File: src/rtl/ipe_pkg.sv
// Purpose: Shared constants and types for the nine-bit input port with edge interrupts.
// Assumes: Avalon-MM slave with 32-bit data, byte addresses at four times the register index.
// Notes:   Register data sits in the low four bits; upper bits read as zero.
package ipe_pkg;

	localparam logic [9:0] IPE_IDX_G0_LEVEL  = 10'h2e3;
	localparam logic [9:0] IPE_IDX_G0_EDGE   = 10'h2e4;
	localparam logic [9:0] IPE_IDX_G0_ENABLE = 10'h2e5;
	localparam logic [9:0] IPE_IDX_SINGLE    = 10'h2e7;
	localparam logic [9:0] IPE_IDX_FLAGS_A   = 10'h2ea;
	localparam logic [9:0] IPE_IDX_FLAGS_B   = 10'h2f3;
	localparam logic [9:0] IPE_IDX_G1_LEVEL  = 10'h2f4;
	localparam logic [9:0] IPE_IDX_G1_ENABLE = 10'h2f5;

	localparam int IPE_SGL_LEVEL_BIT  = 0;
	localparam int IPE_SGL_EDGE_BIT   = 1;
	localparam int IPE_SGL_ENABLE_BIT = 2;
	localparam int IPE_SGL_TRIG_BIT   = 3;
	localparam int IPE_FLAG_G0_BIT    = 2;
	localparam int IPE_FLAG_SGL_BIT   = 3;
	localparam int IPE_FLAG_G1_BIT    = 1;

	localparam logic [3:0] IPE_RST_NIBBLE = 4'h0;
	localparam logic       IPE_RST_BIT    = 1'h0;

	localparam int IPE_CLK_HZ      = 50000000;
	localparam int IPE_NOISE_MS    = 1;
	localparam int IPE_NOISE_CYCLES = IPE_CLK_HZ / 1000 * IPE_NOISE_MS;

	typedef struct packed {
		logic [3:0] g0;
		logic       sgl;
		logic [3:0] g1;
	} ipe_pins_t;

	typedef struct packed {
		ipe_pins_t  s1;
		ipe_pins_t  s2;
		ipe_pins_t  s3;
		ipe_pins_t  lvl;
		logic [3:0] g0_edge;
		logic [3:0] g0_en;
		logic       sgl_edge;
		logic       sgl_en;
		logic [3:0] g1_en;
		logic       g0_match;
		logic       sgl_match;
		logic       g1_all_low;
		logic       flag_g0;
		logic       flag_sgl;
		logic       flag_g1;
		logic       rdv;
		logic [3:0] rdata;
		logic       trig;
		logic [19:0] noise_cnt;
	} ipe_state_t;

endpackage

File: src/rtl/ipe_input_port.sv
// Purpose: Nine-bit input port with compare-mismatch and rising-edge interrupt factor flags.
// Assumes: Pins are asynchronous; software touches masks and flags only with interrupts disabled.
// Notes:   Reads answer one cycle after the request; writes answer at once.
//
// Chosen here: the Avalon-MM register port.
`timescale 1ns/100ps
`default_nettype none

module ipe_input_port
	import ipe_pkg::*;
#(
	parameter int NOISE_CYCLES = IPE_NOISE_CYCLES,
	parameter bit NOISE_REJECT = 1'b0
) (
	input  wire logic        i_clk_sys,
	input  wire logic        i_rst,
	input  wire logic [3:0]  i_first_group_pins,
	input  wire logic        i_single_input_pin,
	input  wire logic [3:0]  i_second_group_pins,
	input  wire logic [11:0] i_avs_address,
	input  wire logic        i_avs_read,
	input  wire logic        i_avs_write,
	input  wire logic [31:0] i_avs_writedata,
	input  wire logic [3:0]  i_avs_byteenable,
	output logic      [31:0] o_avs_readdata,
	output logic             o_avs_waitrequest,
	output logic             o_event_input_a,
	output logic             o_event_input_b,
	output logic             o_serial_clock_trigger
);

	// The rejector counter is twenty bits wide, so longer windows cannot be served.
	if (NOISE_CYCLES < 1 || NOISE_CYCLES > 1000000) begin : g_bad_noise
		$error("NOISE_CYCLES out of range");
	end

	ipe_state_t st;
	ipe_state_t next_st;

	function automatic logic ipe_hit(input logic [11:0] addr, input logic [9:0] idx);
		ipe_hit = (addr[11:2] == idx) && (addr[1:0] == 2'h0);
	endfunction

	// Masked bits compare as matching so they can never block or cause a mismatch.
	function automatic logic ipe_match(input logic [3:0] lvl, input logic [3:0] cmp, input logic [3:0] en);
		ipe_match = ((lvl ^ cmp) & en) == 4'h0;
	endfunction

	logic       wr;
	logic       rd;
	logic       g0_m;
	logic       sg_m;
	logic       g1_low;
	logic       ev_g0;
	logic       ev_sg;
	logic       ev_g1;
	logic       stable;

	// A read is held in waitrequest for one cycle while its data is registered.
	assign o_avs_waitrequest      = i_avs_read & ~st.rdv;
	assign o_avs_readdata         = {28'h0000000, st.rdata};
	assign o_event_input_a        = st.lvl.g0[2];
	assign o_event_input_b        = st.lvl.g0[3];
	assign o_serial_clock_trigger = st.trig;

	always_comb begin
		next_st = st;
		wr = i_avs_write & i_avs_byteenable[0];
		rd = i_avs_read & ~st.rdv;

		// Three stages; a level change is accepted once the last two agree.
		next_st.s1 = {i_first_group_pins, i_single_input_pin, i_second_group_pins};
		next_st.s2 = st.s1;
		next_st.s3 = st.s2;
		stable = (st.s2 == st.s3);
		if (st.s2 == st.s3)
			next_st.lvl = st.s3;

		// The comparison bit names the idle level: one means falling, zero rising.
		g0_m   = ipe_match(st.lvl.g0, st.g0_edge, st.g0_en);
		sg_m   = ipe_match({3'h0, st.lvl.sgl}, {3'h0, st.sgl_edge}, {3'h0, st.sgl_en});
		g1_low = (st.lvl.g1 & st.g1_en) == 4'h0;

		// An event needs a match before; mismatch to mismatch gives nothing.
		ev_g0 = st.g0_match & ~g0_m;
		ev_sg = st.sgl_match & ~sg_m;
		ev_g1 = st.g1_all_low & ~g1_low;

		// With the rejector, a condition must persist for the window before it counts.
		if (NOISE_REJECT) begin
			if (!stable)
				next_st.noise_cnt = 20'h00000;
			else if (st.noise_cnt < NOISE_CYCLES[19:0])
				next_st.noise_cnt = st.noise_cnt + 20'h00001;
			if (st.noise_cnt >= NOISE_CYCLES[19:0]) begin
				next_st.g0_match   = g0_m;
				next_st.sgl_match  = sg_m;
				next_st.g1_all_low = g1_low;
			end else begin
				ev_g0 = 1'b0;
				ev_sg = 1'b0;
				ev_g1 = 1'b0;
			end
		end else begin
			next_st.g0_match   = g0_m;
			next_st.sgl_match  = sg_m;
			next_st.g1_all_low = g1_low;
		end

		next_st.trig = 1'b0;
		if (wr) begin
			if (ipe_hit(i_avs_address, IPE_IDX_G0_EDGE))
				next_st.g0_edge = i_avs_writedata[3:0];
			if (ipe_hit(i_avs_address, IPE_IDX_G0_ENABLE))
				next_st.g0_en = i_avs_writedata[3:0];
			if (ipe_hit(i_avs_address, IPE_IDX_G1_ENABLE))
				next_st.g1_en = i_avs_writedata[3:0];
			if (ipe_hit(i_avs_address, IPE_IDX_SINGLE)) begin
				next_st.sgl_edge = i_avs_writedata[IPE_SGL_EDGE_BIT];
				next_st.sgl_en   = i_avs_writedata[IPE_SGL_ENABLE_BIT];
				next_st.trig     = i_avs_writedata[IPE_SGL_TRIG_BIT];
			end
		end

		next_st.rdv = rd;
		if (rd) begin
			next_st.rdata = 4'h0;
			if (ipe_hit(i_avs_address, IPE_IDX_G0_LEVEL))
				next_st.rdata = st.lvl.g0;
			if (ipe_hit(i_avs_address, IPE_IDX_G0_EDGE))
				next_st.rdata = st.g0_edge;
			if (ipe_hit(i_avs_address, IPE_IDX_G0_ENABLE))
				next_st.rdata = st.g0_en;
			if (ipe_hit(i_avs_address, IPE_IDX_SINGLE)) begin
				next_st.rdata[IPE_SGL_LEVEL_BIT]  = st.lvl.sgl;
				next_st.rdata[IPE_SGL_EDGE_BIT]   = st.sgl_edge;
				next_st.rdata[IPE_SGL_ENABLE_BIT] = st.sgl_en;
			end
			if (ipe_hit(i_avs_address, IPE_IDX_FLAGS_A)) begin
				next_st.rdata[IPE_FLAG_G0_BIT]  = st.flag_g0;
				next_st.rdata[IPE_FLAG_SGL_BIT] = st.flag_sgl;
				next_st.flag_g0  = 1'b0;
				next_st.flag_sgl = 1'b0;
			end
			if (ipe_hit(i_avs_address, IPE_IDX_FLAGS_B)) begin
				next_st.rdata[IPE_FLAG_G1_BIT] = st.flag_g1;
				next_st.flag_g1 = 1'b0;
			end
			if (ipe_hit(i_avs_address, IPE_IDX_G1_LEVEL))
				next_st.rdata = st.lvl.g1;
			if (ipe_hit(i_avs_address, IPE_IDX_G1_ENABLE))
				next_st.rdata = st.g1_en;
		end

		// Setting after the read-clear so an event in the clearing cycle survives.
		if (ev_g0)
			next_st.flag_g0 = 1'b1;
		if (ev_sg)
			next_st.flag_sgl = 1'b1;
		if (ev_g1)
			next_st.flag_g1 = 1'b1;
	end

	always_ff @(posedge i_clk_sys or posedge i_rst) begin
		if (i_rst) begin
			st <= '0;
			st.g0_edge    <= IPE_RST_NIBBLE;
			st.g0_en      <= IPE_RST_NIBBLE;
			st.g1_en      <= IPE_RST_NIBBLE;
			st.sgl_edge   <= IPE_RST_BIT;
			st.sgl_en     <= IPE_RST_BIT;
			st.g0_match   <= 1'b1;
			st.sgl_match  <= 1'b1;
			st.g1_all_low <= 1'b1;
		end else begin
			st <= next_st;
		end
	end

endmodule

`default_nettype wire

File: config.mk
export PLATFORM = sky130hd
export DESIGN_NAME = ipe_input_port
export DESIGN_NICKNAME = d
export VERILOG_FILES = /design/src/rtl/ipe_pkg.sv /design/src/rtl/ipe_input_port.sv
export SDC_FILE = /design/constraint.sdc
export NUM_CORES = 1
export LEC_CHECK = 0
export BUFFER_PORTS_ARGS = -buffer_cell sky130_fd_sc_hd__buf_2
export CORE_MARGIN = 8
export CORE_UTILIZATION = 45
export DETAILED_ROUTE_END_ITERATION = 8
export PLACE_DENSITY = 0.8
export RECOVER_POWER = 50
export SLEW_MARGIN = 20
export SYNTH_ARGS = -nofsm -noshare
export SYNTH_HDL_FRONTEND = slang
export SYNTH_SLANG_ARGS = --single-unit
export TNS_END_PERCENT = 1
File: constraint.sdc
create_clock -name i_clk_sys -period 1.75 [get_ports i_clk_sys]
set_input_delay 0.35 -clock i_clk_sys [delete_from_list [all_inputs] [get_ports i_clk_sys]]
set_output_delay 0.35 -clock i_clk_sys [all_outputs]
set_load 0.03 [all_outputs]
Yosys cells after proc, flatten, opt, wreduce, memory -nomap -nowiden

Cells that the tools add are included.

Register bits after elaboration: 62
Bits of input ports: 61
Word-level logic and storage cells: 90

Equal/unequal tests: 9
Mux-type cells: 16
Bitwise logic cells: 14
Reduce and logical (&&, ||, !) cells: 25

Operator list:

| cell                 | number |
|---|---|
| $eq 10x10->1 const B | 8 |
| $mux 4               | 5 |
| $reduce_and 2->1     | 7 |
| $logic_not 4->1      | 3 |
| $reduce_bool 2->1    | 6 |
| $eq 9x9->1           | 1 |
| $and 4x4->4          | 2 |
| $logic_and 1x1->1    | 8 |
| $mux 1               | 7 |
| $and 1x1->1          | 6 |
| $mux 3               | 2 |
| $mux 2               | 2 |
| $not 1->1            | 4 |
| $xor 4x4->4          | 1 |
| $logic_not 2->1      | 1 |
| $xor 1x1->1          | 1 |

Depth between registers and ports, before layout

Gate-level depths: netlist of run 1.

Word-level depth: 9
Depth in mapped cells: 6

Least setup slack after synthesis of run 1

OpenSTA, ideal clock, no wires.

Kind: input-to-reg
Start: input i_avs_address[10]
End: register st[42] in the netlist's numbering
Library setup time: 125 ps
Data arrival time: 1958 ps
Data required time: 1625 ps
Path slack: -333 ps
Stages: 5
Buffers on the path: 1
Cell sequence: or4b_4 -> or2_0 -> buf_6 -> nor4b_4 -> mux2_2

Longest elaborated chain between the ends: 3

RTL lines:

| what                       | line                  | text |
|---|---|---|
| start: declaration         | ipe_input_port.sv:20  | `input wire logic [11:0] i_avs_address,` |
| $eq 10x10->1               | ipe_input_port.sv:41  | `ipe_hit = (addr[11:2] == idx) && (addr[1:0] == 2'h0);` |
| $logic_and 1x1->1          | ipe_input_port.sv:41  |  |
| $reduce_and 2->1 (no line) | --                    |  |
| end signal: assignment     | ipe_input_port.sv:176 | `st <= next_st;` |
| end: declaration           | ipe_input_port.sv:37  | `ipe_state_t st;` |

No other way between the ends.
A chain may end at the register's enable or synchronous reset.

Worst setup path in the final report of run 1

Start: input i_avs_address[0]
End: register st[38] in the netlist's numbering

Longest elaborated chain between the ends: 3

RTL lines:

| what                       | line |
|---|---|
| $logic_not 2->1            | ipe_input_port.sv:41 |
| $logic_and 1x1->1          | ipe_input_port.sv:41 |
| $reduce_and 2->1 (no line) | -- |

No other way between the ends.

==> results of run 1 <==
==> metrics by stage <==
| step | hold WS (ps) | instance area, um2 | setup TNS [ps] |
|---|---|---|---|
| 2_1_floorplan | 331.2 | 2973 | -12440 |
| 3_3_place_gp | 332.2 | 3228 | -8875 |
| 3_5_place_dp | 336.3 | 3228 | -9370 |
| 4_1_cts | 18.09 | 3520 | -386.5 |
| 5_1_grt | 90.96 | 3513 | -624.2 |
| 6_report | 119.1 | 3513 | -470.4 |
==> kinds of logic after synthesis <==
family                 Yosys count  synth area share
flip-flops                      62            0.5426
AND/OR/NAND/NOR                 56            0.1262
buffers and inverters           47            0.1065
AO/OA/AOI/OAI                   34           0.09036
multiplexers                    23           0.09035
XOR/XNOR                        14           0.04278
other                            1          0.001308
==> area by class of cell <==
class                      count  area, um2  share of cell area
tap                           77      96.34             0.02742
clock inverter                 7      73.82             0.02101
multi-input combinational    155       1190              0.3387
inverter                       7      26.28            0.007479
sequential                    62       1555              0.4427
timing repair buffer          72      447.9              0.1275
clock buffer                   9      123.9             0.03526
==> cells in the mapped netlist (4+ instances only) <==
master     number
o2bb2ai_1       4
nor2_1         11
mux2_2         23
clkbuf_1        6
buf_4          32
xor2_1         12
nand3_1         5
nand2_1         8
dfrtp_1        59
o21ai_0         6
inv_1           7
nand2b_1        7
==> path summary, 6_finish.rpt <==
check | startpoint | cells after the start | slack, ps | end
min | i_second_group_pins[0] | 1 | 120 | next_st[64]
max | i_avs_address[0] | 5 | -70 | st[38]
max reg2reg | st[28] | 6 | -10 | o_avs_readdata[2]
max in group asynchronous | i_rst | 3 | 550 | st[45]
min reg2reg | next_st[65] | 0 | 350 | next_st[56]
min in group asynchronous | i_rst | 2 | 140 | st[63]
==> what timing repair did <==
item,4_1_cts,5_1_grt
endpoints found under the setup margin,17,16
buffers inserted,3,0
pin swaps,10,5
resized for setup,17,2
==> power by group <==
part / switching (uW) / internal, uW / leakage (uW) / total, uW
registers: 40.4 / 1490 / 0.000778 / 1530
clock network: 569 / 661 / 0.0000996 / 1230
logic: 232 / 121 / 0.000846 / 354
==> per-layer routing <==
metal  part of all wire  GRT usage
met1               0.39     0.1564
met2               0.51     0.2503
met3              0.082    0.04758
met4              0.019    0.06914
met5                  0          0
==> state kept, by name (all words and copies together), names as in the netlist <==
signal                  cells
st                         37
o_event_input_a             1
o_avs_readdata              4
next_st                    18
o_serial_clock_trigger      1
o_event_input_b             1
==> critical path: cells and delay by family <==
family / cells / cell delay, ps
buf+inv: 1 / 90
mux: 1 / 330
simple gates: 3 / 1260
==> metrics.txt, run 1 <==
Die Y-Extent=95.81 um; Worst-Skew Late Latency=~330 ps; nature of the critical path startpoint=input port; post-DP HPWL=4763 um; number of DRC markers in iteration 0=94; core box area=0.006241 mm2; max_slew headroom=0.4953; Initial Util=0.4593; routed wire length=6229 um; Tot Pwr=3112 uW; Worst Setup Path Type=in -> reg; clock buffer depth=2; max-capacitance violation count=0; Yosys top cell area share=0.5151; leak pwr=0.001723 uW; nets@finish=~370; critical path peak fanout=4; I/O pin cnt=97; Std-Cell Rows=29; WL/cell=approximately 16 um; status=complete, but fails checks; Slew Limit Fails=0; EDFF count, synth=0; Inst Count DP=370; critical path's largest stage delay=560 ps; Final period util=1.040; post-synthesis cell count=237; total inserted antenna cells=0; largest net degree at the start of global routing=26; Hold Vio Cnt, Final=0; Worst path slowest cell=or4b_4; flops & latches, synth=62; post-synthesis sequential area ratio=0.5426; TritonCTS clock tree=built; syn avg cell area=12.09 um2; Pwr per Cell Area=~890 mW/mm2; Die ar.=slightly above 0.009 mm2; # DRC=0; post-synth design cell area=about 0.0029 mm2; Chip Width=about 96 um; CTS sink count=62; fin crit period=1819 ps; aggregate global routing overflow=0; post-synth cell types=53; Filler cells=543; Tightest Pin Transition=756.3 ps; area leader, netlist=dfrtp_1; Num CTS Buffers=9; first-pass GRT wire length=approximately 10000 um; fraction of final layout cells sized beyond drive strength 1=0.4071; initial antenna violation count=0; Synth-to-Final Area Change=22.57%; Crit. End Element=register; ys flop type=dfrtp_1; Max Clock Skew=10.50 ps; Worst Path Arrival=2030 ps; ANT nets after route=0; min setup slack post-route=-69.47 ps; ranking of synthesized cells by area=dfrtp_1 (52%), mux2_2 (9.0%), buf_4 (8.4%); Worst VDD drop=712.7 uV; DR vias/cell=5.064; Synth async-reset ratio=1.000; Total GRT Usage=0.1446; Min-Delay Path Class=in -> reg; fin util=0.5630; Max Fclk=549.6 MHz; # H-tree levels=3; Port Buffer Count=37; hold buffers post-CTS=0; failing checks=negative setup slack; setup violators final=13; RSZ-0062 raised after global routing=yes; most common cell after layout, fill and taps aside=dfrtp_1; DRT Pass-1 Iters=4; DP Worst Slack=-537.5 ps; worst path cell trace=buf_6, or4b_4, or3_4, nor3_4, mux2_4; total vias in the final route=between 1,500 and 2,000; Final Non-Filler Cells=389; routability-driven placement congestion ratio=0.8769; commonest non-fill, non-tap cells in the layout=dfrtp_1 (59), buf_2 (36), buf_4 (33); worst path required time=~2000 ps; Root Buffer Master=clkbuf_8; vias in the first global route=~2,100; CTS clock-pin slew for the worst setup and hold paths=70 ps; Syn. warnings=0
(Power assumes the default switching activity.)
==> run 2: changes to the inputs <==
--- a/config.mk
+++ b/config.mk
@@ -5,11 +5,12 @@
 export SDC_FILE = /design/constraint.sdc
 export NUM_CORES = 1
 export LEC_CHECK = 0
+export ABC_AREA = 1
 export BUFFER_PORTS_ARGS = -buffer_cell sky130_fd_sc_hd__buf_2
 export CORE_MARGIN = 8
 export CORE_UTILIZATION = 45
 export DETAILED_ROUTE_END_ITERATION = 8
-export PLACE_DENSITY = 0.8
+export PLACE_DENSITY = 0.79
 export RECOVER_POWER = 50
 export SLEW_MARGIN = 20
 export SYNTH_ARGS = -nofsm -noshare
==> run 2 against run 1 <==
  * The run now ends clean
  * Setup slack better by 370 ps
  * Non-clock buffer count down 32
  * Synthesized area up 0.74%
  * Sequential power barely moved
  * Clock power is 6% lower
  * Power shrank 3.9%
  * Sequential cell count is the same
  * Core utilization down 5.0 points
  * Synthesized cell count rose by 36%
  * Die area up 0.62%
  * Register-to-register slack better by 330 ps
  * Largest cell class unchanged
  * Highest routed layer unchanged
==> metrics.txt, run 2 <==
status=complete, no violations; post-synthesis cell count=322; DR vias/cell=~4.7; worst path required time=1400 ps; post-DP HPWL=about 4300 um; worst path cell trace=nor2_1, buf_2; Root Buffer Master=clkbuf_8; clock buffer depth=2; post-synthesis sequential area ratio=0.5386; core box area=0.006277 mm2; Port Buffer Count=37; first-pass GRT wire length=around 8900 um; CP delay by family, top=flip-flops; most numerous cell in the Yosys netlist=nand2_1; total inserted antenna cells=0; Worst VDD drop=~640 uV; DRT Pass-1 Iters=4; number of DRC markers in iteration 0=83; ys flop type=dfrtp_1; Post-synth top cells=nand2_1 (62), dfrtp_1 (59), inv_1 (37); ranking of synthesized cells by area=dfrtp_1 (51%), buf_4 (8.3%), nand2_1 (8.1%); Syn. warnings=0; critical path's largest stage delay=about 360 ps; Max Fclk=692.1 MHz; Die ar.=~0.0092 mm2; post-synth cell types=30; post-synth design cell area=roughly 0.0029 mm2; Worst path slowest cell=dfrtp_1; Reg2Reg Depth=6; total vias in the final route=2,113; Crit. End Element=output pin; Tightest Pin Transition=1300 ps; # DRC=0; CTS sink count=62; fraction of final layout cells sized beyond drive strength 1=0.2049; worst r2r src=st[58]; Chip Width=96.11 um; # H-tree levels=3; hold depth=1; critical path peak fanout=3; nets@finish=approximately 430; Min-Delay Path Class=in -> reg; nature of the critical path startpoint=register; ANT nets after route=0; EDFF count, synth=0; most common cell after layout, fill and taps aside=nand2_1; hold buffers post-CTS=0; RSZ-0062 raised after global routing=no; routed wire length=5574 um; Num CTS Buffers=9; Yosys top cell area share=0.5113; setup violators final=0; Slew Limit Fails=0; hold_sp=i_first_group_pins[0]; commonest non-fill, non-tap cells in the layout=nand2_1 (62), dfrtp_1 (59), buf_2 (37); CTS clock-pin slew for the worst setup and hold paths=roughly 60 ps; Std-Cell Rows=29; Worst Path Arrival=~1100 ps; max reg flops=37; most flop-heavy register=st; Total GRT Usage=0.1278; Hold Vio Cnt, Final=0; WL/cell=12.44 um; Post-CTS Setup Repair Bufs=0; Initial Util=0.4600; Fin Setup TNS=0 ps; Final period util=0.8256; aggregate global routing overflow=0; max_slew headroom=0.1335; CP Buf/Inv Count=1; flops & latches, synth=62; Hold Path End=next_st[69]; Max Clock Skew=6.048 ps; largest net degree at the start of global routing=63; TritonCTS clock tree=built; Worst-Skew Late Latency=about 340 ps; area leader, netlist=dfrtp_1; slack of the worst reg-to-reg path=320 ps; Worst Setup Path Type=reg -> out; Synth async-reset ratio=1.000; syn avg cell area=8.968 um2; R2R Path End=o_event_input_b; vias in the first global route=2,082; Synth-to-Final Area Change=11.48%; initial antenna violation count=0; fin crit period=approximately 1400 ps; max-capacitance violation count=0; leak pwr=0.001611 uW; Pwr per Cell Area=929.2 mW/mm2; post-CTS sizing=0; Die Y-Extent=96.11 um; fin util=0.5129; I/O pin cnt=97; routability-driven placement congestion ratio=0.9058
run 2: changes by cell type in the layout (fill, tap and decap cells not counted), moves of 10 or more:
| cell | before | now |
|---|---|---|
| nand2_1 | 8 | 62 |
| nor2_1 | 10 | 26 |
| o21ai_1 | 0 | 21 |
| mux2_2 | 15 | 0 |
| inv_1 | 7 | 36 |
| nand3_1 | 5 | 15 |
| buf_4 | 33 | 2 |
run 2: per-layer routing:
layer  share of wire  vias up  global-route usage
met5               0        -                   0
met4           0.026        0             0.06914
met3           0.096       17             0.04992
met2            0.48       79              0.2179
met1            0.40      969              0.1324
li1                -     1048                   -
run 2: worst max-delay path by stage:
stage | startpoint | end | slack [ps] | depth (start not counted)
4_1_cts | st[25] | o_avs_waitrequest | 260 | 2
3_3_place_gp | i_avs_address[10] | o_avs_readdata[3] | 140 | 11
2_1_floorplan | i_avs_read | st[28] | 130 | 5
3_5_place_dp | i_avs_address[10] | o_avs_readdata[0] | 110 | 11
6_report | st[25] | o_avs_waitrequest | 310 | 2
5_1_grt | st[57] | st[46] | 130 | 7
run 2: logic make-up after synthesis:
family,Yosys count,share of synthesized area
AND/OR/NAND/NOR,135,0.2227
buffers and inverters,76,0.1434
other,1,0.001299
AO/OA/AOI/OAI,41,0.07279
flip-flops,62,0.5386
XOR/XNOR,7,0.02123
run 2: report_power, final:
part	switching [uW]	internal [uW]	leakage [uW]
combinational	216	72.5	0.000747
sequential	42.7	1500	0.000773
clock	510	653	0.0000904
total	769	2220	0.00161
run 2: cell type report:
type	count	area, um2
fillers	592	3058
clock buffers	12	135.1
flip-flops and latches	62	1555
clock inverters	4	47.55
inverters	42	161.4
repair buffers	40	203.9
multi-input cells	211	1020
well taps	77	96.34
run 2: per-stage QoR:
step	cell area, um2	hold WS (ps)	cells	power, uW	setup slack [ps]
final	3219	117.4	448	2991	305.1
after global placement	3053	331.2	432	1848	136.1
after global routing	3219	96.11	448	3124	132.7
after floorplan	2993	331.2	349	1816	129.9
after detailed placement	3053	336.5	432	1862	108.2
after CTS	3236	81.61	448	3043	263.4
